**config.mk**
```make
export PLATFORM = sky130hd
export DESIGN_NAME = pmc_ctrl
export DESIGN_NICKNAME = d
export VERILOG_FILES = /design/src/logic/pmc_pkg.sv /design/src/logic/pmc_ctrl.sv /design/src/logic/pmc_nvm.sv
export SDC_FILE = /design/constraint.sdc
export NUM_CORES = 1
export LEC_CHECK = 0
export ABC_AREA = 0
export BUFFER_PORTS_ARGS = -buffer_cell sky130_fd_sc_hd__buf_2
export CAP_MARGIN = 20
export CORE_ASPECT_RATIO = 1.4
export CORE_MARGIN = 2
export CORE_UTILIZATION = 60
export CTS_BUF_LIST = sky130_fd_sc_hd__clkbuf_8 sky130_fd_sc_hd__clkbuf_16
export DETAILED_ROUTE_END_ITERATION = 8
export PLACE_DENSITY_LB_ADDON = 0.1
export SYNTH_ARGS = -nofsm -noshare
export SYNTH_HDL_FRONTEND = slang
export SYNTH_SLANG_ARGS = --single-unit
```
**constraint.sdc**
```tcl
create_clock -name clk_sys_in -period 8.1 [get_ports clk_sys_in]
set_input_delay 1.62 -clock clk_sys_in [delete_from_list [all_inputs] [get_ports clk_sys_in]]
set_output_delay 1.62 -clock clk_sys_in [all_outputs]
set_load 0.01 [all_outputs]
```
**src/logic/pmc_pkg.sv**
```systemverilog
// Constants shared by the power module control command block
package pmc_pkg;
	localparam logic [7:0] CODE_OP = 8'h01;
	localparam logic [7:0] CODE_ONOFF = 8'h02;
	localparam logic [7:0] CODE_CLEAR = 8'h03;
	localparam logic [7:0] CODE_LOCK = 8'h10;
	localparam logic [7:0] CODE_STORE = 8'h13;
	// Reset values and writable-bit masks of the working registers
	localparam logic [7:0] OP_RESET = 8'h00;
	localparam logic [7:0] OP_WMASK = 8'hbc;
	localparam logic [7:0] ONOFF_RESET = 8'h17;
	localparam logic [7:0] ONOFF_WMASK = 8'h1e;
	localparam logic [7:0] LOCK_RESET = 8'h00;
	localparam logic [7:0] LOCK_WMASK = 8'he0;
	localparam logic [7:0] READ_NONE = 8'h00;
	// Field positions
	localparam int OP_ON_BIT = 7;
	localparam int MARGIN_LSB = 2;
	localparam int MARGIN_W = 4;
	localparam int PU_BIT = 4;
	localparam int CMD_BIT = 3;
	localparam int CPR_BIT = 2;
	localparam int POL_BIT = 1;
	localparam int LOCK_ALL_BIT = 7;
	localparam int LOCK_OP_BIT = 6;
	localparam int LOCK_CFG_BIT = 5;
	// Non-volatile slots, one per storable register
	localparam int NVM_AW = 2;
	localparam logic [NVM_AW-1:0] SLOT_OP = 2'h0;
	localparam logic [NVM_AW-1:0] SLOT_ONOFF = 2'h1;
	localparam logic [NVM_AW-1:0] SLOT_LOCK = 2'h2;
	localparam logic [2:0] BIT_LAST = 3'h7;
	localparam logic [1:0] IDX_ADDR = 2'h0;
	localparam logic [1:0] IDX_CMD = 2'h1;
	localparam logic [1:0] IDX_DATA = 2'h2;
	localparam logic [6:0] DEV_ADDR = 7'h28;
	localparam int FAULT_W = 8;
	typedef enum logic [2:0] {
		PMC_IDLE, PMC_RX, PMC_ACK_SET, PMC_ACK_HOLD, PMC_TX, PMC_TX_ACK
	} pmc_state_t;
endpackage

```
**src/logic/pmc_ctrl.sv**
```systemverilog
// Serial management command block: on/margin, on/off source, lock, store
//
// Behaviour
// - The fault-clearing command zeroes every latched fault flag.
// - The fault-clearing command releases the open-drain alert line.
// - Lock bit 5 set rejects writes except lock, on/margin and on/off config.
// - Lock bit 6 cleared adds no write restriction of its own.
// - Store request copies the register named by the data byte to memory.
// - Stored copy lives in own non-volatile memory, surviving reset.
// - Lock bit 7 set rejects all writes except to the lock register.
`timescale 1ns/1ps
module pmc_ctrl #(
	parameter logic [6:0] BUS_ADDR = pmc_pkg::DEV_ADDR
) (
	input wire logic clk_sys_in,
	input wire logic rst_b_in,
	input wire logic scl_in,
	input wire logic sda_in,
	output logic sda_out,
	output logic sda_oe_out,
	input wire logic onoff_pin_in,
	input wire logic [pmc_pkg::FAULT_W-1:0] fault_event_in,
	output logic [pmc_pkg::FAULT_W-1:0] fault_flags_out,
	output logic alert_out,
	output logic alert_oe_out,
	output logic power_on_out,
	output logic [pmc_pkg::MARGIN_W-1:0] margin_out,
	output logic store_ok_out
);
	import pmc_pkg::*;

	function automatic logic write_allowed(logic [7:0] lk, logic [7:0] code);
		logic ok;
		ok = 1'b1;
		if (lk[LOCK_ALL_BIT]) begin
			ok = (code == CODE_LOCK);
		end else if (lk[LOCK_OP_BIT]) begin
			ok = (code == CODE_LOCK) || (code == CODE_OP);
		end else if (lk[LOCK_CFG_BIT]) begin
			ok = (code == CODE_LOCK) || (code == CODE_OP)
				|| (code == CODE_ONOFF);
		end
		return ok;
	endfunction

	function automatic logic [NVM_AW:0] slot_of(logic [7:0] code);
		logic [NVM_AW:0] s;
		s = {1'b0, SLOT_OP};
		unique case (code)
			CODE_OP: s = {1'b1, SLOT_OP};
			CODE_ONOFF: s = {1'b1, SLOT_ONOFF};
			CODE_LOCK: s = {1'b1, SLOT_LOCK};
			default: s = {1'b0, SLOT_OP};
		endcase
		return s;
	endfunction

	// Two flops before use; the third only remembers the old level
	logic [2:0] scl_sy_r, sda_sy_r;
	logic [1:0] pin_sy_r;
	always_ff @(posedge clk_sys_in or negedge rst_b_in) begin
		if (!rst_b_in) begin
			scl_sy_r <= 3'h7;
			sda_sy_r <= 3'h7;
			pin_sy_r <= 2'h0;
		end else begin
			scl_sy_r <= {scl_sy_r[1:0], scl_in};
			sda_sy_r <= {sda_sy_r[1:0], sda_in};
			pin_sy_r <= {pin_sy_r[0], onoff_pin_in};
		end
	end

	logic scl_rise, scl_fall, bus_start, bus_stop, sda_now;
	assign sda_now = sda_sy_r[1];
	assign scl_rise = scl_sy_r[1] & ~scl_sy_r[2];
	assign scl_fall = ~scl_sy_r[1] & scl_sy_r[2];
	assign bus_start = scl_sy_r[1] & scl_sy_r[2] & ~sda_now & sda_sy_r[2];
	assign bus_stop = scl_sy_r[1] & scl_sy_r[2] & sda_now & ~sda_sy_r[2];

	pmc_state_t st_r, st_nxt;
	logic [2:0] bit_r, bit_nxt;
	logic [7:0] sh_r, sh_nxt, cmd_r, cmd_nxt;
	logic [1:0] idx_r, idx_nxt, chk_r, chk_nxt;
	logic rd_r, rd_nxt, ack_r, ack_nxt, oe_r, oe_nxt;
	logic [7:0] op_r, op_nxt, cfg_r, cfg_nxt, lk_r, lk_nxt;
	logic [FAULT_W-1:0] flt_r, flt_nxt;
	logic alert_r, alert_nxt, pwr_r, pwr_nxt, ok_r, ok_nxt;
	logic [NVM_AW-1:0] slot_r, slot_nxt;
	logic [7:0] exp_r, exp_nxt;
	logic [7:0] rx_byte, rd_val, mem_rdata;
	logic byte_done, wr_go, clr_go, store_go, mem_we, mem_re, pin_on;
	logic [NVM_AW:0] st_slot;

	assign rx_byte = {sh_r[6:0], sda_now};
	assign byte_done = (st_r == PMC_RX) && scl_rise && (bit_r == BIT_LAST);
	assign wr_go = byte_done && (idx_r == IDX_DATA) && !rd_r
		&& write_allowed(lk_r, cmd_r);
	assign clr_go = byte_done && (idx_r == IDX_CMD)
		&& (rx_byte == CODE_CLEAR) && write_allowed(lk_r, rx_byte);
	assign st_slot = slot_of(rx_byte);
	assign store_go = wr_go && (cmd_r == CODE_STORE) && st_slot[NVM_AW];
	assign mem_we = store_go;
	assign mem_re = (chk_r == 2'h1);
	assign pin_on = (pin_sy_r[1] == cfg_r[POL_BIT]);

	always_comb begin
		unique case (cmd_r)
			CODE_OP: rd_val = op_r;
			CODE_ONOFF: rd_val = cfg_r;
			CODE_LOCK: rd_val = lk_r;
			default: rd_val = READ_NONE;
		endcase
	end

	// Store target value: the working register picked by the data byte
	logic [7:0] store_val;
	always_comb begin
		unique case (st_slot[NVM_AW-1:0])
			SLOT_ONOFF: store_val = cfg_r;
			SLOT_LOCK: store_val = lk_r;
			default: store_val = op_r;
		endcase
	end

	always_comb begin
		st_nxt = st_r;
		bit_nxt = bit_r;
		sh_nxt = sh_r;
		cmd_nxt = cmd_r;
		idx_nxt = idx_r;
		rd_nxt = rd_r;
		ack_nxt = ack_r;
		oe_nxt = oe_r;
		unique case (st_r)
			PMC_IDLE: ;
			PMC_RX: if (scl_rise) begin
				sh_nxt = rx_byte;
				bit_nxt = bit_r + 3'h1;
				if (bit_r == BIT_LAST) begin
					st_nxt = PMC_ACK_SET;
					ack_nxt = 1'b1;
					if (idx_r == IDX_ADDR) begin
						ack_nxt = (rx_byte[7:1] == BUS_ADDR);
						rd_nxt = rx_byte[0];
					end else if (idx_r == IDX_CMD) begin
						cmd_nxt = rx_byte;
					end
					if (idx_r != IDX_DATA) begin
						idx_nxt = idx_r + 2'h1;
					end
				end
			end
			PMC_ACK_SET: if (scl_fall) begin
				oe_nxt = ack_r;
				st_nxt = ack_r ? PMC_ACK_HOLD : PMC_IDLE;
			end
			PMC_ACK_HOLD: if (scl_fall) begin
				bit_nxt = 3'h0;
				if (rd_r && idx_r == IDX_CMD) begin
					// Read answers with the register named by the command
					sh_nxt = rd_val;
					oe_nxt = ~rd_val[7];
					st_nxt = PMC_TX;
				end else begin
					oe_nxt = 1'b0;
					st_nxt = PMC_RX;
				end
			end
			PMC_TX: begin
				if (scl_rise) begin
					bit_nxt = bit_r + 3'h1;
					if (bit_r == BIT_LAST) begin
						st_nxt = PMC_TX_ACK;
					end
				end
				if (scl_fall) begin
					sh_nxt = {sh_r[6:0], 1'b0};
					oe_nxt = ~sh_r[6];
				end
			end
			PMC_TX_ACK: if (scl_fall) begin
				oe_nxt = 1'b0;
				st_nxt = PMC_IDLE;
			end
		endcase
		// Start and stop override any byte in flight
		if (bus_start) begin
			st_nxt = PMC_RX;
			bit_nxt = 3'h0;
			idx_nxt = IDX_ADDR;
			oe_nxt = 1'b0;
		end else if (bus_stop) begin
			st_nxt = PMC_IDLE;
			oe_nxt = 1'b0;
		end
	end

	always_comb begin
		op_nxt = op_r;
		cfg_nxt = cfg_r;
		lk_nxt = lk_r;
		if (wr_go) begin
			unique case (cmd_r)
				CODE_OP: op_nxt = (op_r & ~OP_WMASK) | (rx_byte & OP_WMASK);
				CODE_ONOFF: cfg_nxt = (cfg_r & ~ONOFF_WMASK)
					| (rx_byte & ONOFF_WMASK);
				CODE_LOCK: lk_nxt = rx_byte & LOCK_WMASK;
				default: ;
			endcase
		end
		// New events win over a clear in the same cycle
		flt_nxt = (clr_go ? '0 : flt_r) | fault_event_in;
		alert_nxt = |flt_nxt;
		if (!cfg_r[PU_BIT]) begin
			pwr_nxt = 1'b1;
		end else begin
			pwr_nxt = (!cfg_r[CMD_BIT] || op_r[OP_ON_BIT])
				&& (!cfg_r[CPR_BIT] || pin_on);
		end
		// Read back the stored word to confirm the memory took it
		slot_nxt = store_go ? st_slot[NVM_AW-1:0] : slot_r;
		exp_nxt = store_go ? store_val : exp_r;
		chk_nxt = store_go ? 2'h1 : (chk_r == 2'h0 ? 2'h0 : chk_r + 2'h1);
		ok_nxt = ok_r;
		if (store_go) begin
			ok_nxt = 1'b0;
		end else if (chk_r == 2'h2) begin
			ok_nxt = (mem_rdata == exp_r);
		end
	end

	always_ff @(posedge clk_sys_in or negedge rst_b_in) begin
		if (!rst_b_in) begin
			st_r <= PMC_IDLE;
			bit_r <= 3'h0;
			sh_r <= 8'h00;
			cmd_r <= 8'h00;
			idx_r <= IDX_ADDR;
			rd_r <= 1'b0;
			ack_r <= 1'b0;
			oe_r <= 1'b0;
			op_r <= OP_RESET;
			cfg_r <= ONOFF_RESET;
			lk_r <= LOCK_RESET;
			flt_r <= '0;
			alert_r <= 1'b0;
			pwr_r <= 1'b0;
			slot_r <= SLOT_OP;
			exp_r <= 8'h00;
			chk_r <= 2'h0;
			ok_r <= 1'b0;
		end else begin
			st_r <= st_nxt;
			bit_r <= bit_nxt;
			sh_r <= sh_nxt;
			cmd_r <= cmd_nxt;
			idx_r <= idx_nxt;
			rd_r <= rd_nxt;
			ack_r <= ack_nxt;
			oe_r <= oe_nxt;
			op_r <= op_nxt;
			cfg_r <= cfg_nxt;
			lk_r <= lk_nxt;
			flt_r <= flt_nxt;
			alert_r <= alert_nxt;
			pwr_r <= pwr_nxt;
			slot_r <= slot_nxt;
			exp_r <= exp_nxt;
			chk_r <= chk_nxt;
			ok_r <= ok_nxt;
		end
	end

	// Memory has no reset so a stored default outlives a device reset
	pmc_nvm #(.AW(NVM_AW), .DW(8)) u_nvm (
		.clk_sys_in(clk_sys_in),
		.we_in(mem_we),
		.waddr_in(st_slot[NVM_AW-1:0]),
		.wdata_in(store_val),
		.re_in(mem_re),
		.raddr_in(slot_r),
		.rdata_out(mem_rdata)
	);

	assign sda_out = 1'b0;
	assign sda_oe_out = oe_r;
	assign alert_out = 1'b0;
	assign alert_oe_out = alert_r;
	assign fault_flags_out = flt_r;
	assign power_on_out = pwr_r;
	assign margin_out = op_r[MARGIN_LSB +: MARGIN_W];
	assign store_ok_out = ok_r;
endmodule

```
**src/logic/pmc_nvm.sv**
```systemverilog
// Small non-volatile store: contents are not touched by reset
`timescale 1ns/1ps
module pmc_nvm #(
	parameter int AW = 2,
	parameter int DW = 8
) (
	input wire logic clk_sys_in,
	input wire logic we_in,
	input wire logic [AW-1:0] waddr_in,
	input wire logic [DW-1:0] wdata_in,
	input wire logic re_in,
	input wire logic [AW-1:0] raddr_in,
	output logic [DW-1:0] rdata_out
);
	logic [DW-1:0] mem [0:(1<<AW)-1];
	logic [DW-1:0] rdata_r;

	always_ff @(posedge clk_sys_in) begin
		if (we_in) begin
			mem[waddr_in] <= wdata_in;
		end
		if (re_in) begin
			rdata_r <= mem[raddr_in];
		end
	end

	assign rdata_out = rdata_r;
endmodule

```
### Word-level counts from Yosys, hierarchy flattened

Memory sizes are Yosys's and may differ from the RTL's. A register that Yosys moved wholly into a read port is not among the register bits.
Index checks and enable logic that the tools add are counted.

| operators by class | value |
|---|---|
| add/sub/neg operators | 3 |
| equal/unequal tests | 38 |
| muxes and demuxes | 51 |
| bitwise gates (word level) | 17 |
| reduce and logical (&&, ||, !) cells | 45 |

Operators with widths:

| operator | number |
|---|---|
| 3-bit two-way mux | 12 |
| 7-bit two-way mux | 4 |
| 4-bit inequality test (second input constant) | 7 |
| 8-bit by 2-bit == test with 1-bit output (second input constant) | 3 |
| 8-bit by 5-bit == test with 1-bit output (second input constant) | 3 |
| 8-bit case mux with 3 select lines | 1 |
| 7-bit case mux with 3 select lines | 1 |
| 1-bit two-way mux | 19 |
| 8-bit by 1-bit == test with 1-bit output (second input constant) | 2 |
| 2-bit two-way mux | 8 |
| 8-bit case mux with 2 select lines | 1 |
| 3-bit case mux with 5 select lines | 1 |
| 5-bit AND reduction | 3 |
| 1-bit logical AND | 12 |
| 2-bit inequality test (second input constant) | 5 |
| 2-bit nonzero test | 5 |
| 3-bit == test (second input constant) | 3 |
| 3-bit case mux with 3 select lines | 1 |
| 8-bit == test | 1 |
| 8-bit two-way mux | 1 |
| 7-bit by 8-bit bitwise OR with 8-bit output | 1 |
| 8-bit by 5-bit bitwise OR with 8-bit output | 1 |
| 8-bit bitwise OR | 1 |
| 4-bit AND reduction | 2 |
| other kinds (26) | 56 |

| storage, ports and cells | value |
|---|---|
| register bits after elaboration | 76 |
| bits in writable memories | 32 |
| input port bits | 13 |
| output and inout bits | 18 |
| logic and storage cells | 176 |
| memories | 1 |

Memories:

| name | words | bits a word | read ports | clocked after memory_dff | write ports | RTL line | source |
|---|---|---|---|---|---|---|---|
| u_nvm.mem | 4 | 8 | 1 | 1 | 1 | pmc_nvm.sv:15 | `logic [DW-1:0] mem [0:(1<<AW)-1];` |

### Logic depth before layout (Yosys ltp)

| depth | value |
|---|---|
| word-level depth | 11 |
| depth in mapped cells | 8 |
| gate-level depth less buffers | 7 |

### Hierarchy

Synthesis repeated with hierarchy kept, for this count alone.

| second synthesis, totals | value |
|---|---|
| cell total of the unflattened synthesis | 404 |
| area, all modules | 5159.9 sq um |

By module, submodules not included:

| module | times used | cells each | area each (sq um) | sequential area each (sq um) |
|---|---|---|---|---|
| pmc_ctrl | 1 | 350 | 3731.1 | 1737.9 |
| pmc_nvm | 1 | 54 | 1428.9 | 1201.2 |

### Worst setup path after synthesis

Ideal clock, no wire load.

| path | value |
|---|---|
| kind | reg2reg |
| start | register sh_r[2] |
| end | memory u_nvm.mem[1][0] (enable) |
| setup time | 0.332 ns |
| arrival | 2.257 ns |
| required time | 7.768 ns |
| path slack | 5.511 ns |
| cell stages (with the launch flop) | 7 |
| buffers on the path | 0 |
| period minus slack after synthesis | 2.589 ns |
| cell sequence | dfrtp_1 > nor4_4 > nand4b_1 > ha_1 > a2111o_1 > nor3_2 > and2_1 |

| on the way | value |
|---|---|
| cells in the longest elaborated chain, start to end | 5 |
| elaborated cells on any way between the ends | 7 |
| classes of those cells | 3 x eq/ne; 3 x mux; 1 x reduce/logical |

RTL lines:

| what | RTL line | source |
|---|---|---|
| from (decl) | pmc_ctrl.sv:82 | `logic [7:0] sh_r, sh_nxt, cmd_r, cmd_nxt;` |
| from (signal assigned) | pmc_ctrl.sv:255 | `sh_r <= sh_nxt;` |
| 8-bit by 5-bit == test with 1-bit output (tied with other cells) | pmc_ctrl.sv:49 | `unique case (code)` |
| 3-bit case mux with 3 select lines * | pmc_ctrl.sv:49 |  |
| 1-bit logical AND | pmc_ctrl.sv:101 | `assign store_go = wr_go && (cmd_r == CODE_STORE) && st_slot[NVM_AW];` |
| 1-bit two-way mux | pmc_nvm.sv:19 | `if (we_in) begin` |
| 1-bit two-way mux (implied by the code) | pmc_nvm.sv:20 | `mem[waddr_in] <= wdata_in;` |
| to (decl) | pmc_nvm.sv:15 |  |

Mark *: on every way between the ends. The rest lies on a longest branch, timed or not.

### Final worst setup path

| path | value |
|---|---|
| start | register sh_r[2] |
| end | register exp_r[1] |

| on the way | value |
|---|---|
| cells in the longest elaborated chain, start to end | 4 |
| elaborated cells on any way between the ends | 8 |
| classes of those cells | 5 x eq/ne; 2 x mux; 1 x reduce/logical |

RTL lines:

| what | RTL line | source |
|---|---|---|
| 8-bit by 5-bit == test with 1-bit output (tied with other cells) | pmc_ctrl.sv:49 |  |
| 3-bit case mux with 3 select lines * | pmc_ctrl.sv:49 |  |
| 2-bit == test / 2-bit by 1-bit == test with 1-bit output (equally long branches) | pmc_ctrl.sv:118 | `unique case (st_slot[NVM_AW-1:0])` |
| 8-bit case mux with 2 select lines | pmc_ctrl.sv:118 |  |
| to (signal assigned) | pmc_ctrl.sv:268 | `exp_r <= exp_nxt;` |
| to (decl) | pmc_ctrl.sv:89 | `logic [7:0] exp_r, exp_nxt;` |

Marked as above.
A chain may end at the register's enable or synchronous reset.

==> metrics.yaml <==
finish:
  syn_to_final_growth_pct: 9.06
  final_cells: 519
  nets: 438
  n_fill_cell: 596
  diodes: 0
  drive_above_1_share_pct: 24.9
die:
  num_io_pins: 31
  dieArea_um2: 9230
  dieHeight_um: 113
  initial_core_util_pct: 62.0
  num_rows: 39
  die_w_um: 81.8
  core_um2: 8200
clock_tree:
  cts-root-buf: "clkbuf_16"
  hold_buffers: 0
  clock_latency_ns: 0.34
  cts_tree: "yes"
  path_clk_slew_ns: 0.07
  cts_buffers: 9
  cts_sinks: 109
  htreeDepth: 3
  cts_resized: 0
  clk_path_buf_depth: 2
  post_cts_buffers: 0
worst_setup_path:
  start_kind: "flop"
  rr_endpoint: "exp_r[1]"
  cp_max_fo: 12
  crit_path_start: "sh_r[2]"
  r2r_start: "sh_r[2]"
  end_kind: "flop"
  reg2reg_setup_slack_ns: 5.05
  crit_required_ns: 8.33
  reg2reg_depth: 6
  crit_type: "flop to flop"
  worst_ep_arrival_time_ns: 3.28
logic_synthesis:
  syn_area_um2: 5080
  synth_fa_ha_area_share_pct: 3.20
  synth_top_family_by_area: "simple AND/OR/NAND/NOR gates"
  synth_most_common_cell: "dfrtp_1"
  ys_warn_count: 0
  synthSimpleGateAreaFrac_pct: 13.1
  synth_top_area_cell: "dfrtp_1"
  yosys-top-cells-area: "dfrtp_1 (30%), edfxtp_1 (24%), mux2_2 (6.0%)"
  synth-edff-count: 40
  synth_cell_types: 56
  synth_ff_type: "dfrtp_1"
  synth-xor-area-share_pct: 2.24
  synth_seq_cells: 109
  synthArstFlopShare_pct: 63.3
  synth_common_cells: "dfrtp_1 (60), edfxtp_1 (40), mux2_2 (27)"
  postSynthCellCount: 392
  ys_seq_area_share_pct: 57.9
  avgSynthCellArea_um2: 13.0
  synth_compound_area_share_pct: 8.05
  synth.area.mux_share_pct: 12.1
  netlist.area_leader.share_pct: 29.6
pwr:
  power_mw: 1.24
  power_per_cell_area_nw_per_um2: 224
  p_leak_nw: 2.28
  max-vdd-ir-drop_mv: 0.180
global_route:
  grtUsageTotal_pct: 22.2
  grt_pass1_wl_um: 15300
  antenna_found_initial: 0
  overflow: 0
  grt_pass1_vias: 3072
  grt_max_degree: 70
timing:
  final.min_clock_period_ns: 3.05
  worstMarginPinSlew_ns: 0.992
  setup_viol: 0
  fmaxAchievable_ghz: 0.328
  setup_tns_ns: 0
  final_hold_viol_count: 0
  rsz0062_at_grt: "no"
  fin_crit_sh_pct: 37.6
  slew_viol_final: 0
  slew_headroom_pct: 33.6
  clock_skew_ns: 0.00471
worst_hold_path:
  hold_start: "pin_sy_r[0]"
  holdPathEnd: "pin_sy_r[1]"
  hold_depth: 0
  hp-class: "flop to flop"
drt:
  wl_per_cell_um: 18.0
  routed_wl_um: 9320
  drt_iter0_drc: 226
  routed_via_density: 5.88
  postRouteAntennaNets: 0
  drc: 0
  dr.pass1.iters: 4
  vias: 3051
run_status:
  status: "finished, final reports clean"
place:
  hpwlAfterDp_um: 6820
  dp_cells: 503
  numPortBuffers: 28
  gp_congestion: 0.882
run:
  maxCapViolCount: 0
final cells by class:
type | count | area [um2] | share of cell area, %
repair buffers | 28 | 143 | 2.57
clock inverters | 7 | 67.6 | 1.22
clock buffers | 9 | 225 | 4.07
multi-input cells | 246 | 1970 | 35.6
well taps | 102 | 128 | 2.30
flip-flops and latches | 109 | 2940 | 53.0
inverters | 18 | 67.6 | 1.22
worst max-delay path: stages, from the launching register on:
cell and delay (ns):
dfrtp_1 0.46, nor4_4 0.43, nand4b_1 0.30, ha_1 0.29, a2111o_1 0.44, nor3_4 0.60, mux2_2 0.40
worst max path at each step:
stage	to	slack [ns]	cells after the start
final	exp_r[1]	5.05	6
after global routing	exp_r[1]	4.84	6
after CTS	exp_r[1]	5.04	6
after detailed placement	exp_r[0]	5.06	6
after global placement	exp_r[1]	5.17	6
after floorplan	u_nvm.mem[1][0]	5.51	6
registers in the layout (all words and copies together), names as in the netlist, 3 cells and up:
name and cells:
exp_r 8, cfg_r 4, bit_r 3, sh_r 7, st_r 3, cmd_r 8, scl_sy_r 3, op_r 5
fault_flags_out 8, u_nvm.mem 32, sda_sy_r 3, u_nvm.rdata_out 8, lk_r 3
routing by layer:
layer  part of all wire, %  vias to the layer above  global-route usage (%)
li1                      -                     1455                       -
met1                    41                     1534                    27.2
met2                    54                       45                    38.0
met3                   2.3                       17                    3.99
met4                   2.6                        0                    9.44
met5                     0                        -                       0
logic make-up (layout without fill, tap and decap cells):
| kind of cell | after synthesis | count (layout) |
|---|---|---|
| AOI/OAI and AO/OA | 61 | 61 |
| and+or+nand+nor | 112 | 112 |
| adders and majority gates | 13 | 13 |
| DFF | 109 | 109 |
| muxes | 45 | 45 |
| xor gates and xnor gates | 13 | 13 |
| other | 1 | 2 |
| buffers and inverters | 38 | 62 |
placed cells by master (no fill, tap or decap), types with 2 or more instances in the layout:
cell	instances
clkbuf_16	9
mux2_2	27
nor3_4	3
and3_1	4
ha_1	13
nor3_2	3
mux4_2	8
a22o_1	2
a21o_1	10
o2111ai_1	2
nand2b_1	5
nand2_1	23
conb_1	2
nor3_1	3
clkinv_4	2
dfstp_2	9
and2_1	4
inv_1	19
a21oi_1	9
buf_2	27
nand4b_1	4
o21ai_0	21
dfrtp_1	60
mux2i_1	4
xnor2_1	3
nor2_1	18
nand3_1	13
edfxtp_1	40
nor2b_1	10
nor3b_1	4
mux2_4	6
nor4_1	9
xor2_1	10
nand3b_1	3
a22oi_1	4
report_power, final:
| group | leakage, nW | internal [mW] | switching (mW) |
|---|---|---|---|
| registers | 1.27 | 0.608 | 0.0618 |
| clock network | 0.144 | 0.238 | 0.186 |
| logic | 0.862 | 0.0665 | 0.0806 |
stage by stage:
step	utilization [%]	hold slack (ns)	area (um2)	setup slack (ns)
after floorplan	-	0.331	5080	5.51
after global placement	64.0	0.339	5250	5.17
after detailed placement	64.0	0.339	5250	5.06
after CTS	67.6	0.355	5540	5.04
after global routing	67.6	0.356	5540	4.84
final	67.6	0.352	5540	5.05
Power figures use the tool's default switching activity.
